**config.mk**
```make
export PLATFORM = sky130hd
export DESIGN_NAME = etmu_top
export DESIGN_NICKNAME = d
export VERILOG_FILES = /design/src/hdl/etmu_pkg.sv /design/src/hdl/etmu_div.sv /design/src/hdl/etmu_mul.sv /design/src/hdl/etmu_top.sv
export VERILOG_INCLUDE_DIRS = /design/src /design/src/hdl
export SDC_FILE = /design/constraint.sdc
export NUM_CORES = 1
export LEC_CHECK = 0
export ABC_CLOCK_PERIOD_IN_PS = 8200
export BUFFER_PORTS_ARGS = -buffer_cell sky130_fd_sc_hd__buf_4
export CAP_MARGIN = 20
export CORE_MARGIN = 10
export CORE_UTILIZATION = 62
export CTS_CLUSTER_SIZE = 14
export DETAILED_ROUTE_END_ITERATION = 16
export GPL_TIMING_DRIVEN = 0
export HOLD_SLACK_MARGIN = 0.12
export PLACE_DENSITY = 0.81
export SKIP_CTS_REPAIR_TIMING = 1
export SLEW_MARGIN = 20
export SYNTH_ARGS = -nofsm -noshare
export SYNTH_HDL_FRONTEND = slang
export SYNTH_SLANG_ARGS = --single-unit
```
**constraint.sdc**
```tcl
create_clock -name clock -period 8.2 [get_ports clock]
set_input_delay 1.64 -clock clock [delete_from_list [all_inputs] [get_ports clock]]
set_output_delay 1.64 -clock clock [all_outputs]
set_load 0.02 [all_outputs]
```
**src/hdl/etmu_consts.svh**
```systemverilog
`ifndef ETMU_CONSTS_SVH
`define ETMU_CONSTS_SVH

// ----------------------------------------------------------------
// register byte offsets
// ----------------------------------------------------------------
`define ETMU_OFS_ACC16        12'h000
`define ETMU_OFS_OPERAND1     12'h004
`define ETMU_OFS_OPERAND2     12'h008
`define ETMU_OFS_STATUS       12'h00C
`define ETMU_OFS_SCAN         12'h010
`define ETMU_OFS_IRQ_STATUS   12'h014
`define ETMU_OFS_IRQ_MASK     12'h018

// ----------------------------------------------------------------
// field positions
// ----------------------------------------------------------------
`define ETMU_ST_FLAG_BIT      0
`define ETMU_ST_HIST_BIT      3
`define ETMU_SCAN_BIT_POS     0
`define ETMU_SCAN_OP_LSB      4
`define ETMU_SCAN_OP_MSB      5
`define ETMU_SCAN_BUSY_POS    8
`define ETMU_IRQ_DONE_BIT     0
`define ETMU_IRQ_RANGE_BIT    1
`define ETMU_IRQ_DIVZ_BIT     2

// ----------------------------------------------------------------
// reset values
// ----------------------------------------------------------------
`define ETMU_RST_WORD         16'h0000
`define ETMU_RST_IRQ          3'h0

// ----------------------------------------------------------------
// timing counts, cycles per iterative operation
// ----------------------------------------------------------------
`define ETMU_MUL_STEPS        6'h10
`define ETMU_DIV_STEPS        6'h20

`endif

```
**src/hdl/etmu_pkg.sv**
```systemverilog
`default_nettype none
// ----------------------------------------------------------------
// shared types
// ----------------------------------------------------------------
package etmu_pkg;

	typedef enum logic [1:0] {
		ETMU_OP_ADD = 2'h0,
		ETMU_OP_SUB = 2'h1,
		ETMU_OP_MUL = 2'h2,
		ETMU_OP_DIV = 2'h3
	} etmu_op_t;

	typedef enum logic [1:0] {
		ETMU_IDLE,
		ETMU_WAIT_MUL,
		ETMU_WAIT_DIV
	} etmu_state_t;

endpackage : etmu_pkg
`default_nettype wire

```
**src/hdl/etmu_div.sv**
```systemverilog
`timescale 1ns/1ns
`default_nettype none
`include "etmu_consts.svh"

module etmu_div
	import etmu_pkg::*;
(
	input  wire logic        clock,
	input  wire logic        rst,
	input  wire logic        start,
	input  wire logic [31:0] dividend,
	input  wire logic [15:0] divisor,
	output logic             done,
	output logic [31:0]      quotient
);

	logic [15:0] dsor;
	logic [15:0] next_dsor;
	logic [15:0] rem;
	logic [15:0] next_rem;
	logic [31:0] next_quotient;
	logic [5:0]  count;
	logic [5:0]  next_count;
	logic        next_done;
	logic [16:0] trial;
	logic [16:0] diff;

	// restoring division, one quotient bit per cycle
	always_comb
	begin
		next_dsor     = dsor;
		next_rem      = rem;
		next_quotient = quotient;
		next_count    = count;
		next_done     = 1'b0;
		trial         = {rem, quotient[31]};
		diff          = trial - {1'b0, dsor};
		if (start)
		begin
			next_dsor     = divisor;
			next_rem      = 16'h0000;
			next_quotient = dividend;
			next_count    = `ETMU_DIV_STEPS;
		end
		else if (count != 6'h00)
		begin
			if (trial >= {1'b0, dsor})
			begin
				next_rem      = diff[15:0];
				next_quotient = {quotient[30:0], 1'b1};
			end
			else
			begin
				next_rem      = trial[15:0];
				next_quotient = {quotient[30:0], 1'b0};
			end
			next_count = count - 6'h01;
			next_done  = (count == 6'h01);
		end
	end

	// state registers
	always_ff @(posedge clock or posedge rst)
	begin
		if (rst)
		begin
			dsor     <= 16'h0000;
			rem      <= 16'h0000;
			quotient <= 32'h00000000;
			count    <= 6'h00;
			done     <= 1'b0;
		end
		else
		begin
			dsor     <= next_dsor;
			rem      <= next_rem;
			quotient <= next_quotient;
			count    <= next_count;
			done     <= next_done;
		end
	end

endmodule : etmu_div
`default_nettype wire

```
**src/hdl/etmu_mul.sv**
```systemverilog
`timescale 1ns/1ns
`default_nettype none
`include "etmu_consts.svh"

module etmu_mul
	import etmu_pkg::*;
(
	input  wire logic        clock,
	input  wire logic        rst,
	input  wire logic        start,
	input  wire logic [15:0] multiplicand,
	input  wire logic [15:0] multiplier,
	output logic             done,
	output logic [31:0]      product
);

	logic [15:0] mcand;
	logic [15:0] next_mcand;
	logic [31:0] next_product;
	logic [5:0]  count;
	logic [5:0]  next_count;
	logic        next_done;
	logic [16:0] partial;

	// shift-add step, one multiplier bit per cycle
	always_comb
	begin
		next_mcand   = mcand;
		next_product = product;
		next_count   = count;
		next_done    = 1'b0;
		partial      = {1'b0, product[31:16]} + (product[0] ? {1'b0, mcand} : 17'h00000);
		if (start)
		begin
			next_mcand   = multiplicand;
			next_product = {16'h0000, multiplier};
			next_count   = `ETMU_MUL_STEPS;
		end
		else if (count != 6'h00)
		begin
			next_product = {partial, product[15:1]};
			next_count   = count - 6'h01;
			next_done    = (count == 6'h01);
		end
	end

	// state registers
	always_ff @(posedge clock or posedge rst)
	begin
		if (rst)
		begin
			mcand   <= 16'h0000;
			product <= 32'h00000000;
			count   <= 6'h00;
			done    <= 1'b0;
		end
		else
		begin
			mcand   <= next_mcand;
			product <= next_product;
			count   <= next_count;
			done    <= next_done;
		end
	end

endmodule : etmu_mul
`default_nettype wire

```
**src/hdl/etmu_top.sv**
```systemverilog
// The placing of the registers and register access over APB were decided locally.
`timescale 1ns/1ns
`default_nettype none
`include "etmu_consts.svh"

module etmu_top
	import etmu_pkg::*;
(
	input  wire logic        clock,
	input  wire logic        rst,
	input  wire logic        psel,
	input  wire logic        penable,
	input  wire logic        pwrite,
	input  wire logic [11:0] paddr,
	input  wire logic [31:0] pwdata,
	output logic [31:0]      prdata,
	output logic             pready,
	output logic             pslverr,
	output logic             irq
);

	// ----------------------------------------------------------------
	// declarations
	// ----------------------------------------------------------------
	logic [15:0] acc16;
	logic [15:0] next_acc16;
	logic [15:0] first_operand_word;
	logic [15:0] next_first_operand_word;
	logic [15:0] second_operand_word;
	logic [15:0] next_second_operand_word;
	logic [15:0] math_status_word;
	logic [15:0] next_math_status_word;
	logic        last_bit;
	logic        next_last_bit;
	etmu_op_t    last_op;
	etmu_op_t    next_last_op;
	etmu_state_t state;
	etmu_state_t next_state;
	logic [2:0]  irq_status;
	logic [2:0]  next_irq_status;
	logic [2:0]  irq_mask;
	logic [2:0]  next_irq_mask;
	logic [31:0] next_prdata;
	logic        next_pready;
	logic        next_pslverr;
	logic        next_irq;
	logic        busy;
	logic        access;
	logic        wr_take;
	logic        rd_take;
	logic        mapped;
	logic        mul_start;
	logic        div_start;
	logic        mul_done;
	logic        div_done;
	logic [31:0] mul_product;
	logic [31:0] div_quotient;
	logic [16:0] add_sum;
	logic [16:0] sub_diff;
	logic        scan_bit;
	etmu_op_t    scan_op;
	logic        edge_fire;
	logic [2:0]  irq_events;

	// ----------------------------------------------------------------
	// bus decode
	// ----------------------------------------------------------------

	// engine busy while a multiply or divide iterates
	assign busy     = (state != ETMU_IDLE);
	assign access   = psel & penable;
	assign wr_take  = access & pready & pwrite & ~pslverr;
	assign rd_take  = access & pready & ~pwrite & ~pslverr;
	assign mapped   = (paddr == `ETMU_OFS_ACC16) | (paddr == `ETMU_OFS_OPERAND1) |
	                  (paddr == `ETMU_OFS_OPERAND2) | (paddr == `ETMU_OFS_STATUS) |
	                  (paddr == `ETMU_OFS_SCAN) | (paddr == `ETMU_OFS_IRQ_STATUS) |
	                  (paddr == `ETMU_OFS_IRQ_MASK);

	// scan fields and arithmetic
	assign scan_bit  = pwdata[`ETMU_SCAN_BIT_POS];
	assign scan_op   = etmu_op_t'(pwdata[`ETMU_SCAN_OP_MSB:`ETMU_SCAN_OP_LSB]);
	assign edge_fire = scan_bit & ~math_status_word[`ETMU_ST_HIST_BIT];
	assign add_sum   = {1'b0, first_operand_word} + {1'b0, acc16};
	assign sub_diff  = {1'b0, first_operand_word} - {1'b0, acc16};

	// ----------------------------------------------------------------
	// apb answer
	// ----------------------------------------------------------------

	// one wait state; writes stall while the engine is busy
	always_comb
	begin
		next_pready  = 1'b0;
		next_pslverr = 1'b0;
		next_prdata  = prdata;
		if (access & ~pready & ~(pwrite & busy))
		begin
			next_pready  = 1'b1;
			next_pslverr = ~mapped;
			next_prdata  = 32'h00000000;
			if (!pwrite)
			begin
				unique case (paddr)
					`ETMU_OFS_ACC16:      next_prdata = {16'h0000, acc16};
					`ETMU_OFS_OPERAND1:   next_prdata = {16'h0000, first_operand_word};
					`ETMU_OFS_OPERAND2:   next_prdata = {16'h0000, second_operand_word};
					`ETMU_OFS_STATUS:     next_prdata = {16'h0000, math_status_word};
					`ETMU_OFS_SCAN:       next_prdata = {23'h000000, busy, 2'h0, last_op, 3'h0, last_bit};
					`ETMU_OFS_IRQ_STATUS: next_prdata = {29'h00000000, irq_status};
					`ETMU_OFS_IRQ_MASK:   next_prdata = {29'h00000000, irq_mask};
					default:              next_prdata = 32'h00000000;
				endcase
			end
		end
	end

	// bus output registers
	always_ff @(posedge clock or posedge rst)
	begin
		if (rst)
		begin
			pready  <= 1'b0;
			pslverr <= 1'b0;
			prdata  <= 32'h00000000;
		end
		else
		begin
			pready  <= next_pready;
			pslverr <= next_pslverr;
			prdata  <= next_prdata;
		end
	end

	// ----------------------------------------------------------------
	// math engine
	// ----------------------------------------------------------------

	// register writes, scan evaluation and result write-back
	always_comb
	begin
		next_acc16               = acc16;
		next_first_operand_word  = first_operand_word;
		next_second_operand_word = second_operand_word;
		next_math_status_word    = math_status_word;
		next_last_bit            = last_bit;
		next_last_op             = last_op;
		next_state               = state;
		next_irq_mask            = irq_mask;
		mul_start                = 1'b0;
		div_start                = 1'b0;
		irq_events               = 3'h0;
		if (wr_take)
		begin
			unique case (paddr)
				`ETMU_OFS_ACC16:    next_acc16 = pwdata[15:0];
				`ETMU_OFS_OPERAND1: next_first_operand_word = pwdata[15:0];
				`ETMU_OFS_OPERAND2: next_second_operand_word = pwdata[15:0];
				`ETMU_OFS_STATUS:   next_math_status_word = pwdata[15:0];
				`ETMU_OFS_IRQ_MASK: next_irq_mask = pwdata[2:0];
				`ETMU_OFS_SCAN:
				begin
					next_last_bit = scan_bit;
					next_last_op  = scan_op;
					// history follows every scan
					next_math_status_word[`ETMU_ST_HIST_BIT] = scan_bit;
					if (edge_fire)
					begin
						unique case (scan_op)
							ETMU_OP_ADD:
							begin
								next_first_operand_word = add_sum[15:0];
								next_math_status_word[`ETMU_ST_FLAG_BIT] = add_sum[16];
								irq_events[`ETMU_IRQ_DONE_BIT]  = 1'b1;
								irq_events[`ETMU_IRQ_RANGE_BIT] = add_sum[16];
							end
							ETMU_OP_SUB:
							begin
								next_first_operand_word = sub_diff[15:0];
								next_math_status_word[`ETMU_ST_FLAG_BIT] = sub_diff[16];
								irq_events[`ETMU_IRQ_DONE_BIT]  = 1'b1;
								irq_events[`ETMU_IRQ_RANGE_BIT] = sub_diff[16];
							end
							ETMU_OP_MUL:
							begin
								next_math_status_word[`ETMU_ST_FLAG_BIT] = 1'b0;
								mul_start  = 1'b1;
								next_state = ETMU_WAIT_MUL;
							end
							ETMU_OP_DIV:
							begin
								if (acc16 == 16'h0000)
								begin
									// operands left untouched
									next_math_status_word[`ETMU_ST_FLAG_BIT] = 1'b1;
									irq_events[`ETMU_IRQ_DONE_BIT] = 1'b1;
									irq_events[`ETMU_IRQ_DIVZ_BIT] = 1'b1;
								end
								else
								begin
									next_math_status_word[`ETMU_ST_FLAG_BIT] = 1'b0;
									div_start  = 1'b1;
									next_state = ETMU_WAIT_DIV;
								end
							end
						endcase
					end
				end
				default:
				begin
				end
			endcase
		end
		// iterative results come back while bus writes are stalled
		unique case (state)
			ETMU_IDLE:
			begin
			end
			ETMU_WAIT_MUL:
			begin
				if (mul_done)
				begin
					next_first_operand_word  = mul_product[31:16];
					next_second_operand_word = mul_product[15:0];
					irq_events[`ETMU_IRQ_DONE_BIT] = 1'b1;
					next_state = ETMU_IDLE;
				end
			end
			ETMU_WAIT_DIV:
			begin
				if (div_done)
				begin
					next_first_operand_word  = div_quotient[31:16];
					next_second_operand_word = div_quotient[15:0];
					irq_events[`ETMU_IRQ_DONE_BIT] = 1'b1;
					next_state = ETMU_IDLE;
				end
			end
		endcase
	end

	// engine registers
	always_ff @(posedge clock or posedge rst)
	begin
		if (rst)
		begin
			acc16               <= `ETMU_RST_WORD;
			first_operand_word  <= `ETMU_RST_WORD;
			second_operand_word <= `ETMU_RST_WORD;
			math_status_word    <= `ETMU_RST_WORD;
			last_bit            <= 1'b0;
			last_op             <= ETMU_OP_ADD;
			state               <= ETMU_IDLE;
			irq_mask            <= `ETMU_RST_IRQ;
		end
		else
		begin
			acc16               <= next_acc16;
			first_operand_word  <= next_first_operand_word;
			second_operand_word <= next_second_operand_word;
			math_status_word    <= next_math_status_word;
			last_bit            <= next_last_bit;
			last_op             <= next_last_op;
			state               <= next_state;
			irq_mask            <= next_irq_mask;
		end
	end

	// ----------------------------------------------------------------
	// interrupts
	// ----------------------------------------------------------------

	// sticky events, read clears, a new event wins over the clear
	always_comb
	begin
		next_irq_status = irq_status;
		if (rd_take && (paddr == `ETMU_OFS_IRQ_STATUS))
		begin
			next_irq_status = 3'h0;
		end
		next_irq_status = next_irq_status | irq_events;
		next_irq        = |(next_irq_status & next_irq_mask);
	end

	// interrupt registers
	always_ff @(posedge clock or posedge rst)
	begin
		if (rst)
		begin
			irq_status <= `ETMU_RST_IRQ;
			irq        <= 1'b0;
		end
		else
		begin
			irq_status <= next_irq_status;
			irq        <= next_irq;
		end
	end

	// ----------------------------------------------------------------
	// iterative units
	// ----------------------------------------------------------------
	etmu_mul u_mul (
		.clock        (clock),
		.rst          (rst),
		.start        (mul_start),
		.multiplicand (acc16),
		.multiplier   (second_operand_word),
		.done         (mul_done),
		.product      (mul_product)
	);

	etmu_div u_div (
		.clock    (clock),
		.rst      (rst),
		.start    (div_start),
		.dividend ({first_operand_word, second_operand_word}),
		.divisor  (acc16),
		.done     (div_done),
		.quotient (div_quotient)
	);

endmodule : etmu_top
`default_nettype wire

```
==> results of run 1 <==
[critical path, delay by kind of cell]
kind | cells | cell delay [ns]
AOI/OAI and AO/OA | 1 | 0.22
buffers and inverters | 3 | 0.89
and+or+nand+nor | 5 | 2.05
[kinds of logic (layout without fill, tap and decap cells)]
family                     after synthesis  count (layout)  synth area share
muxes                                  116             116            0.0910
adders and majority gates               77              77            0.0728
and+or+nand+nor                        442             442             0.156
buffers and inverters                  166             261            0.0526
DFF                                    220             220             0.403
AOI/OAI and AO/OA                      421             421             0.199
other                                    1              16          0.000275
xor gates and xnor gates                38              38            0.0244
[path summary, 6_finish.rpt]
path                            cells past startpoint           endpoint            from
max in group asynchronous                           3      u_div.dsor[9]             rst
worst max-delay path                                9  u_div.quotient[9]        paddr[9]
worst min-delay path                                2     u_mul.mcand[0]  u_mul.mcand[0]
min in group asynchronous                           2  u_div.quotient[7]             rst
worst min register to register                      2     u_mul.mcand[0]  u_mul.mcand[0]
worst max register to register                     10                irq        acc16[5]
[registers in the layout (all words and copies together), names as in the netlist, 16 cells and up]
signal               count
first_operand_word      16
math_status_word        16
second_operand_word     16
acc16                   16
u_div.quotient          32
prdata                  16
u_mul.mcand             16
u_mul.product           32
u_div.rem               16
u_div.dsor              16
[layout make-up]
class                           count  area (um2)  area share
Clock buffer                       30         664      0.0434
Clock inverter                     15         186      0.0122
Sequential cell                   220        5510       0.359
Multi-Input combinational cell   1110        7480       0.488
Inverter                           68         263      0.0171
Timing Repair Buffer               50         415      0.0271
Buffer                             98         463      0.0302
Tap cell                          280         350      0.0229
[through the flow]
step           cell area (um2)  setup slack, ns  std cells
5_1_grt                  15300             3.74       1871
6_report                 15300             3.87       1871
4_1_cts                  15300             3.98       1871
2_1_floorplan            13700            0.539       1496
3_5_place_dp             14500             3.42       1826
3_3_place_gp             14400            -1.85       1824
[routing by layer]
metal  vias to the layer above  part of all wire  GRT usage
li1                       5486                 -          -
met1                      5877              0.41      0.362
met2                       549              0.46      0.458
met3                       141             0.081     0.0619
met4                         0             0.049      0.127
met5                         -                 0          0
[layout by cell type, fill, tap and decap left out, types with 13 or more instances in the layout]
master | Yosys | final
a211oi_1 | 21 | 21
a21o_1 | 13 | 13
a21oi_1 | 92 | 92
a222oi_1 | 13 | 13
a22o_1 | 36 | 36
and2_1 | 23 | 23
buf_4 | 18 | 66
clkbuf_1 | 63 | 66
clkbuf_16 | 0 | 25
conb_1 | 1 | 16
dfrtp_1 | 220 | 220
ha_1 | 73 | 73
inv_1 | 68 | 67
mux2_2 | 40 | 40
mux2i_1 | 70 | 70
nand2_1 | 166 | 166
nand2b_1 | 16 | 16
nand3_1 | 24 | 24
nor2_1 | 106 | 106
nor3_1 | 32 | 32
o21ai_0 | 126 | 126
xnor2_1 | 29 | 29
[power groups by stage]
| stage | clock network [mW] | logic, mW | registers [mW] |
|---|---|---|---|
| after CTS | 1.18 | 0.0873 | 1.09 |
| after global routing | 1.22 | 0.0948 | 1.09 |
| after detailed placement | 0 | 0.0873 | 1.11 |
| final | 1.18 | 0.0880 | 1.09 |
| after global placement | 0 | 0.0827 | 1.11 |
| after floorplan | 0 | 0.0499 | 1.11 |
==> run summary, run 1 <==
Initial antenna violation count: 0
Min cycle time layout: 4.33 ns
Die Span X: 168 um
Outcome: finished, final reports clean
Skew final: 0.0157 ns
Final Hold Slack: 0.466 ns
Remaining Overflow, GRT: 0
Diode count: 0
Die Ht: 168 um
Register share of total power: 0.462
Synthesized area per cell: 9.21 um2
Layout fillers: 1669
Area of the mapped netlist: 13600 um2
Clock power frac: 0.500
Drt total wl: 41.6 mm
Setup_tns: 0 ns
#FFs+latches synth: 220
Combinational power share: 0.037
Site Rows: 54
CTS tree: built
Global-route wire length before repair: 65.6 mm
Largest net degree at the start of global routing: 88
F_max: 231 MHz
CP arrival: 4.81 ns
Starting Density: 0.627
Slowest CP cell: nor4_2
RSZ-0062 raised after global routing: no
CP Capture Type: register
Area Overhead vs Synth: 12.3%
Pre-Repair DR Iteration Count: 6
P_int: 1.79 mW
Clock Sinks: 220
Antenna-violating nets left: 0
Die area: 28300 um2
Tot GR Track Use: 0.285
Max Root-Sink Buffers: 3
Vias/cell: 6.44
Critical Path RT: 8.67 ns
Synth top area cells: dfrtp_1 (40%), ha_1 (6.7%), mux2i_1 (5.1%)
EDFF count, synth: 0
Total power: 2.35 mW
Peak supply drop: 0.175 mV
Leak: 6.91 nW
Ports: 84
Core Box Area: 21800 um2
Port Buf Inserts: 48
Sequential element share of the synthesized area: 0.403
H-tree level count: 1
Worst-path clk slew: 0.06 ns
Clock root cell: clkbuf_16
Async set-reset flop share out of synthesis: 1.00
Biggest area consumer among synthesized cells: dfrtp_1
Maximum fanout along the worst path: 10
Critical Path Start Type: input pin
Hold Vio Cnt, Final: 0
Switch Pwr: 0.557 mW
Net Sw Frac: 0.237
Yosys cell types: 77
Least-Margin Pin Slew: 0.941 ns
Max stage delay on crit path: 0.58 ns
Via Count: 12100
Hold Crit Class: reg -> reg
Drc violations: 0
Maxcap violations: 0
CTS buffer count: 25
Flop-to-flop setup slack: 4.62 ns
Initial DRC Count: 1146
Top cells by count, synth: dfrtp_1 (220), nand2_1 (166), o21ai_0 (126)
Routability cong.: 0.975
Layout cells sized above 1: 0.119
Relative slew slack: 0.369
Gate Count Post-Synth: 1481
Final Cycle Share: 0.529
Util after Layout: 0.704
Final setup violation count: 0
Most common cell in the netlist: dfrtp_1
Final #Nets: 1699
Synth top area share: 0.403
Vias in the first global route: 11900
Main synth FF type: dfrtp_1
Slew Viols, Final: 0
Wirelength per Cell: 22.2 um
Clk_lat worst skew: 0.55 ns
HPWL after DPL: 31.4 mm
CP cell instances: buf_4 -> or4_4 -> nor4_2 -> nand3_1 -> nor2_1 -> nand3_1 -> clkbuf_1 -> clkbuf_1 -> a21oi_1
Total power per unit cell area: 153 nW/um2
Ys Warns: 0
Crit Path Class: in -> reg
Power figures use the tool's default switching activity.
==> inputs of run 2 (changes only) <==
Settings changed: ABC_CLOCK_PERIOD_IN_PS 8200 to 4050.
Clock period 8.2 ns to 4.05 ns, I/O delays scaled along.
==> run summary, run 2 (synthesis gave the netlist of run 1 again) <==
Worst-path clk slew: 0.07 ns
Starting Density: 0.627
Via Count: 12300
Port Buf Inserts: 48
Clk_lat worst skew: 0.57 ns
Ports: 84
Drc violations: 0
HPWL after DPL: 31.9 mm
Initial antenna violation count: 0
Layout cells sized above 1: 0.122
Hold Crit Class: in -> async
Wirelength per Cell: 22.2 um
Leak: 6.97 nW
Die Ht: 168 um
Total power per unit cell area: 305 nW/um2
Reg2Reg Capture Point: math_status_word[0]
Critical Path Start Type: register
Vias/cell: 6.52
Clock root cell: clkbuf_16
Maximum fanout along the worst path: 6
CP startpoint: acc16[5]
Setup crit end: math_status_word[0]
Maxcap violations: 0
Vias in the first global route: 11800
Final Hold Slack: 0.393 ns
Skew final: 0.0243 ns
CTS buffer count: 26
Util after Layout: 0.710
Antenna-violating nets left: 0
CP Capture Type: register
Min cycle time layout: 3.68 ns
Outcome: finished, final reports clean
Max Root-Sink Buffers: 3
Biggest regs: u_div.quotient x32, u_mul.product x32
Site Rows: 54
Pre-Repair DR Iteration Count: 8
F_max: 271 MHz
Final Cycle Share: 0.910
Area Overhead vs Synth: 13.2%
Most common cell after layout, fill and taps aside: dfrtp_1
Largest net degree at the start of global routing: 35
Flop-to-flop setup slack: 0.37 ns
Routability cong.: 0.974
RSZ-0062 raised after global routing: no
Diode count: 0
Drt total wl: 41.8 mm
Core Box Area: 21800 um2
Global-route wire length before repair: 65.6 mm
H-tree level count: 1
Relative slew slack: 0.378
Die area: 28300 um2
Final #Nets: 1706
Commonest non-fill, non-tap cells in the layout: dfrtp_1 (220), nand2_1 (166), o21ai_0 (126)
Hold Vio Cnt, Final: 0
Remaining Overflow, GRT: 0
CTS tree: built
Critical Path RT: 4.46 ns
Tot GR Track Use: 0.286
Die Span X: 168 um
CP arrival: 4.10 ns
Final setup violation count: 0
Least-Margin Pin Slew: 0.925 ns
R2R cell count: 10
Crit Path Class: reg -> reg
Peak supply drop: 0.387 mV
Initial DRC Count: 1398
Layout fillers: 1641
FF-to-FF Start: acc16[5]
Slew Viols, Final: 0
Clock Sinks: 220
run 2: changes by cell type in the layout (fill, tap and decap cells not counted), sizes merged:
cell	previous run	this run
clkbuf	93	100
buf	85	91
bufinv	3	1
inv	70	68
clkinv	6	7
clkinvlp	4	3
run 2: cell type report:
type / instances / area (um2) / area share
multi-input cells: 1110 / 7480 / 0.484
flip-flops and latches: 220 / 5510 / 0.356
clock buffers: 37 / 732 / 0.0474
repair buffers: 56 / 543 / 0.0352
plain buffers: 98 / 463 / 0.0300
well taps: 280 / 350 / 0.0227
inverters: 68 / 259 / 0.0168
clock inverters: 11 / 116 / 0.00753
run 2: report_power, final:
group / switching (mW) / internal, mW / total [mW]
sequential: 0.00160 / 2.20 / 2.20
combinational: 0.124 / 0.0705 / 0.195
clock: 0.986 / 1.33 / 2.32
total: 1.11 / 3.60 / 4.72
run 2: worst min-delay path by stage:
stage / cells after the start / start / slack [ns] / endpoint
after global placement: 2 / u_mul.mcand[0] / 0.45 / u_mul.mcand[0]
after floorplan: 2 / u_mul.mcand[0] / 0.43 / u_mul.mcand[0]
after global routing: 2 / rst / 0.43 / u_mul.product[18]
final: 2 / rst / 0.39 / u_mul.mcand[2]
after detailed placement: 2 / u_mul.mcand[0] / 0.46 / u_mul.mcand[0]
after CTS: 2 / rst / 0.40 / u_mul.mcand[2]
run 2: worst max-delay path, cell delays in order, from the launching register on:
cell      delay, ns
dfrtp_1        0.45
inv_1          0.18
ha_1           0.44
or3b_2         0.46
a31oi_1        0.27
a31oi_1        0.14
a221oi_1       0.52
o21a_1         0.21
a21oi_1        0.08
o41ai_1        0.62
a31oi_1        0.17
run 2: metal layers:
metal	wire, um	vias up	GRT usage
li1	-	5518	-
met1	16400	5944	0.362
met2	19500	646	0.459
met3	3730	145	0.0622
met4	2180	0	0.132
met5	0	-	0
run 2: through the flow:
| step | TNS [ns] | total power, mW | worst slack, ns | area (um2) | instances |
|---|---|---|---|---|---|
| 2_1_floorplan | 0 | 2.35 | 0.372 | 13700 | 1496 |
| 3_3_place_gp | -200.63 | 2.41 | -0.943 | 14400 | 1824 |
| 3_5_place_dp | 0 | 2.43 | 0.0865 | 14600 | 1832 |
| 4_1_cts | 0 | 4.71 | 0.515 | 15400 | 1880 |
| 5_1_grt | 0 | 4.81 | 0.285 | 15400 | 1880 |
| 6_report | 0 | 4.72 | 0.365 | 15400 | 1880 |
==> inputs of run 3 (changes only) <==
==> constraint.sdc (replaced) <==
create_clock -name clock -period 4.05 [get_ports clock]
set_input_delay 0.405 -clock clock [delete_from_list [all_inputs] [get_ports clock]]
set_output_delay 0.405 -clock clock [all_outputs]
set_load 0.02 [all_outputs]
==> run summary, run 3 (synthesis gave the netlist of run 1 again) <==
Switch Pwr: 1.11 mW
Vias/cell: 6.52
CP startpoint: acc16[5]
Leak: 6.98 nW
Final #Nets: 1707
Pre-Repair DR Iteration Count: 6
Initial antenna violation count: 0
P_int: 3.61 mW
Slew Viols, Final: 0
RSZ-0062 raised after global routing: no
Vias in the first global route: 11800
Die area: 28300 um2
Layout fillers: 1641
Antenna-violating nets left: 0
Remaining Overflow, GRT: 0
Util after Layout: 0.710
Clock power frac: 0.492
Combinational power share: 0.042
Most common cell after layout, fill and taps aside: dfrtp_1
Least-Margin Pin Slew: 0.948 ns
Drc violations: 0
Fin cells: 1881
H-tree level count: 1
Layout cells sized above 1: 0.122
Initial DRC Count: 1428
Hold Crit Class: in -> reg
Worst-path clk slew: 0.07 ns
F_max: 275 MHz
Ports: 84
Starting Density: 0.627
DP Area: 14600 um2
Routability cong.: 0.974
CP arrival: 4.05 ns
Relative slew slack: 0.362
Pre-CTS WS: 0.492 ns
Maximum fanout along the worst path: 6
Final setup violation count: 0
Die Span X: 168 um
Max Root-Sink Buffers: 3
Critical Path Start Type: register
Total power: 4.72 mW
Tot GR Track Use: 0.286
Drt total wl: 41.9 mm
Final Cycle Share: 0.898
Core Box Area: 21800 um2
Global-route wire length before repair: 65.6 mm
Clock Sinks: 220
Site Rows: 54
Net Sw Frac: 0.236
Placed insts: 1832
Maxcap violations: 0
Finished layout cell area: 15500 um2
Commonest non-fill, non-tap cells in the layout: dfrtp_1 (220), nand2_1 (166), o21ai_0 (126)
Register area: 5510 um2
Hold Vio Cnt, Final: 0
Outcome: finished, final reports clean
Wirelength per Cell: 22.3 um
Clock root cell: clkbuf_16
Via Count: 12300
HPWL after DPL: 31.9 mm
Multi-input logic area: 7480 um2
Final WS setup: 0.412 ns
Register share of total power: 0.467
Skew final: 0.0212 ns
Biggest regs: u_div.quotient x32, u_mul.product x32
CTS tree: built
CP Capture Type: register
Total power per unit cell area: 305 nW/um2
Largest net degree at the start of global routing: 35
Clk_lat worst skew: 0.56 ns
Area Overhead vs Synth: 13.3%
FF-to-FF Start: acc16[5]
Die Ht: 168 um
Critical Path RT: 4.47 ns
Port Buf Inserts: 48
Min cycle time layout: 3.64 ns
Peak supply drop: 0.385 mV
CTS buffer count: 26
Worst Min Path Start: pwdata[11]
Crit Path Class: reg -> reg
Diode count: 0
run 3: changes by cell type in the layout (fill, tap and decap cells not counted), sizes merged:
| cell | before | now |
|---|---|---|
| dlygate4sd3 | 0 | 1 |
run 3: layout make-up:
cell class	count	share of cell area
multi-input combinational	1110	0.484
clock buffer	37	0.0474
buffer	98	0.0300
timing repair buffer	57	0.0358
clock inverter	11	0.00753
inverter	68	0.0168
tap	280	0.0227
sequential	220	0.356
run 3: final timing paths:
| path | to | slack [ns] | depth (start not counted) |
|---|---|---|---|
| min in group asynchronous | u_mul.product[30] | 0.55 | 3 |
| max in group asynchronous | math_status_word[2] | 2.35 | 7 |
| min reg2reg | u_mul.mcand[0] | 0.47 | 2 |
| min | acc16[11] | 0.13 | 2 |
| max | math_status_word[0] | 0.41 | 10 |
| max reg2reg | math_status_word[0] | 0.41 | 10 |
run 3: power by group through the flow:
stage                     Combinational (mW)  Sequential [mW]  Clock [mW]
final                                  0.196             2.20        2.32
after global routing                   0.210             2.20        2.40
after CTS                              0.194             2.20        2.32
after detailed placement               0.193             2.24           0
after global placement                 0.168             2.24           0
after floorplan                        0.101             2.24           0
run 3: routing by layer:
layer  vias to the layer above  track usage  wire length, um
met4                         0        0.132             2320
met2                       657        0.459            19300
li1                       5527            -                -
met3                       155       0.0622             3920
met1                      5925        0.362            16400
met5                         -            0                0
run 3: critical path, stage by stage (launching register included):
cell	delay [ns]
dfrtp_1	0.45
inv_1	0.18
ha_1	0.44
or3b_2	0.46
a31oi_1	0.27
a31oi_1	0.14
a221oi_1	0.49
o21a_1	0.20
a21oi_1	0.08
o41ai_1	0.61
a31oi_1	0.17
run 3: per-stage QoR:
step | hold slack, ns | setup TNS, ns
final | 0.129 | 0
after global placement | 0.448 | -111.53
after floorplan | 0.431 | 0
after global routing | 0.126 | 0
after detailed placement | 0.460 | 0
after CTS | -0.000204 | 0
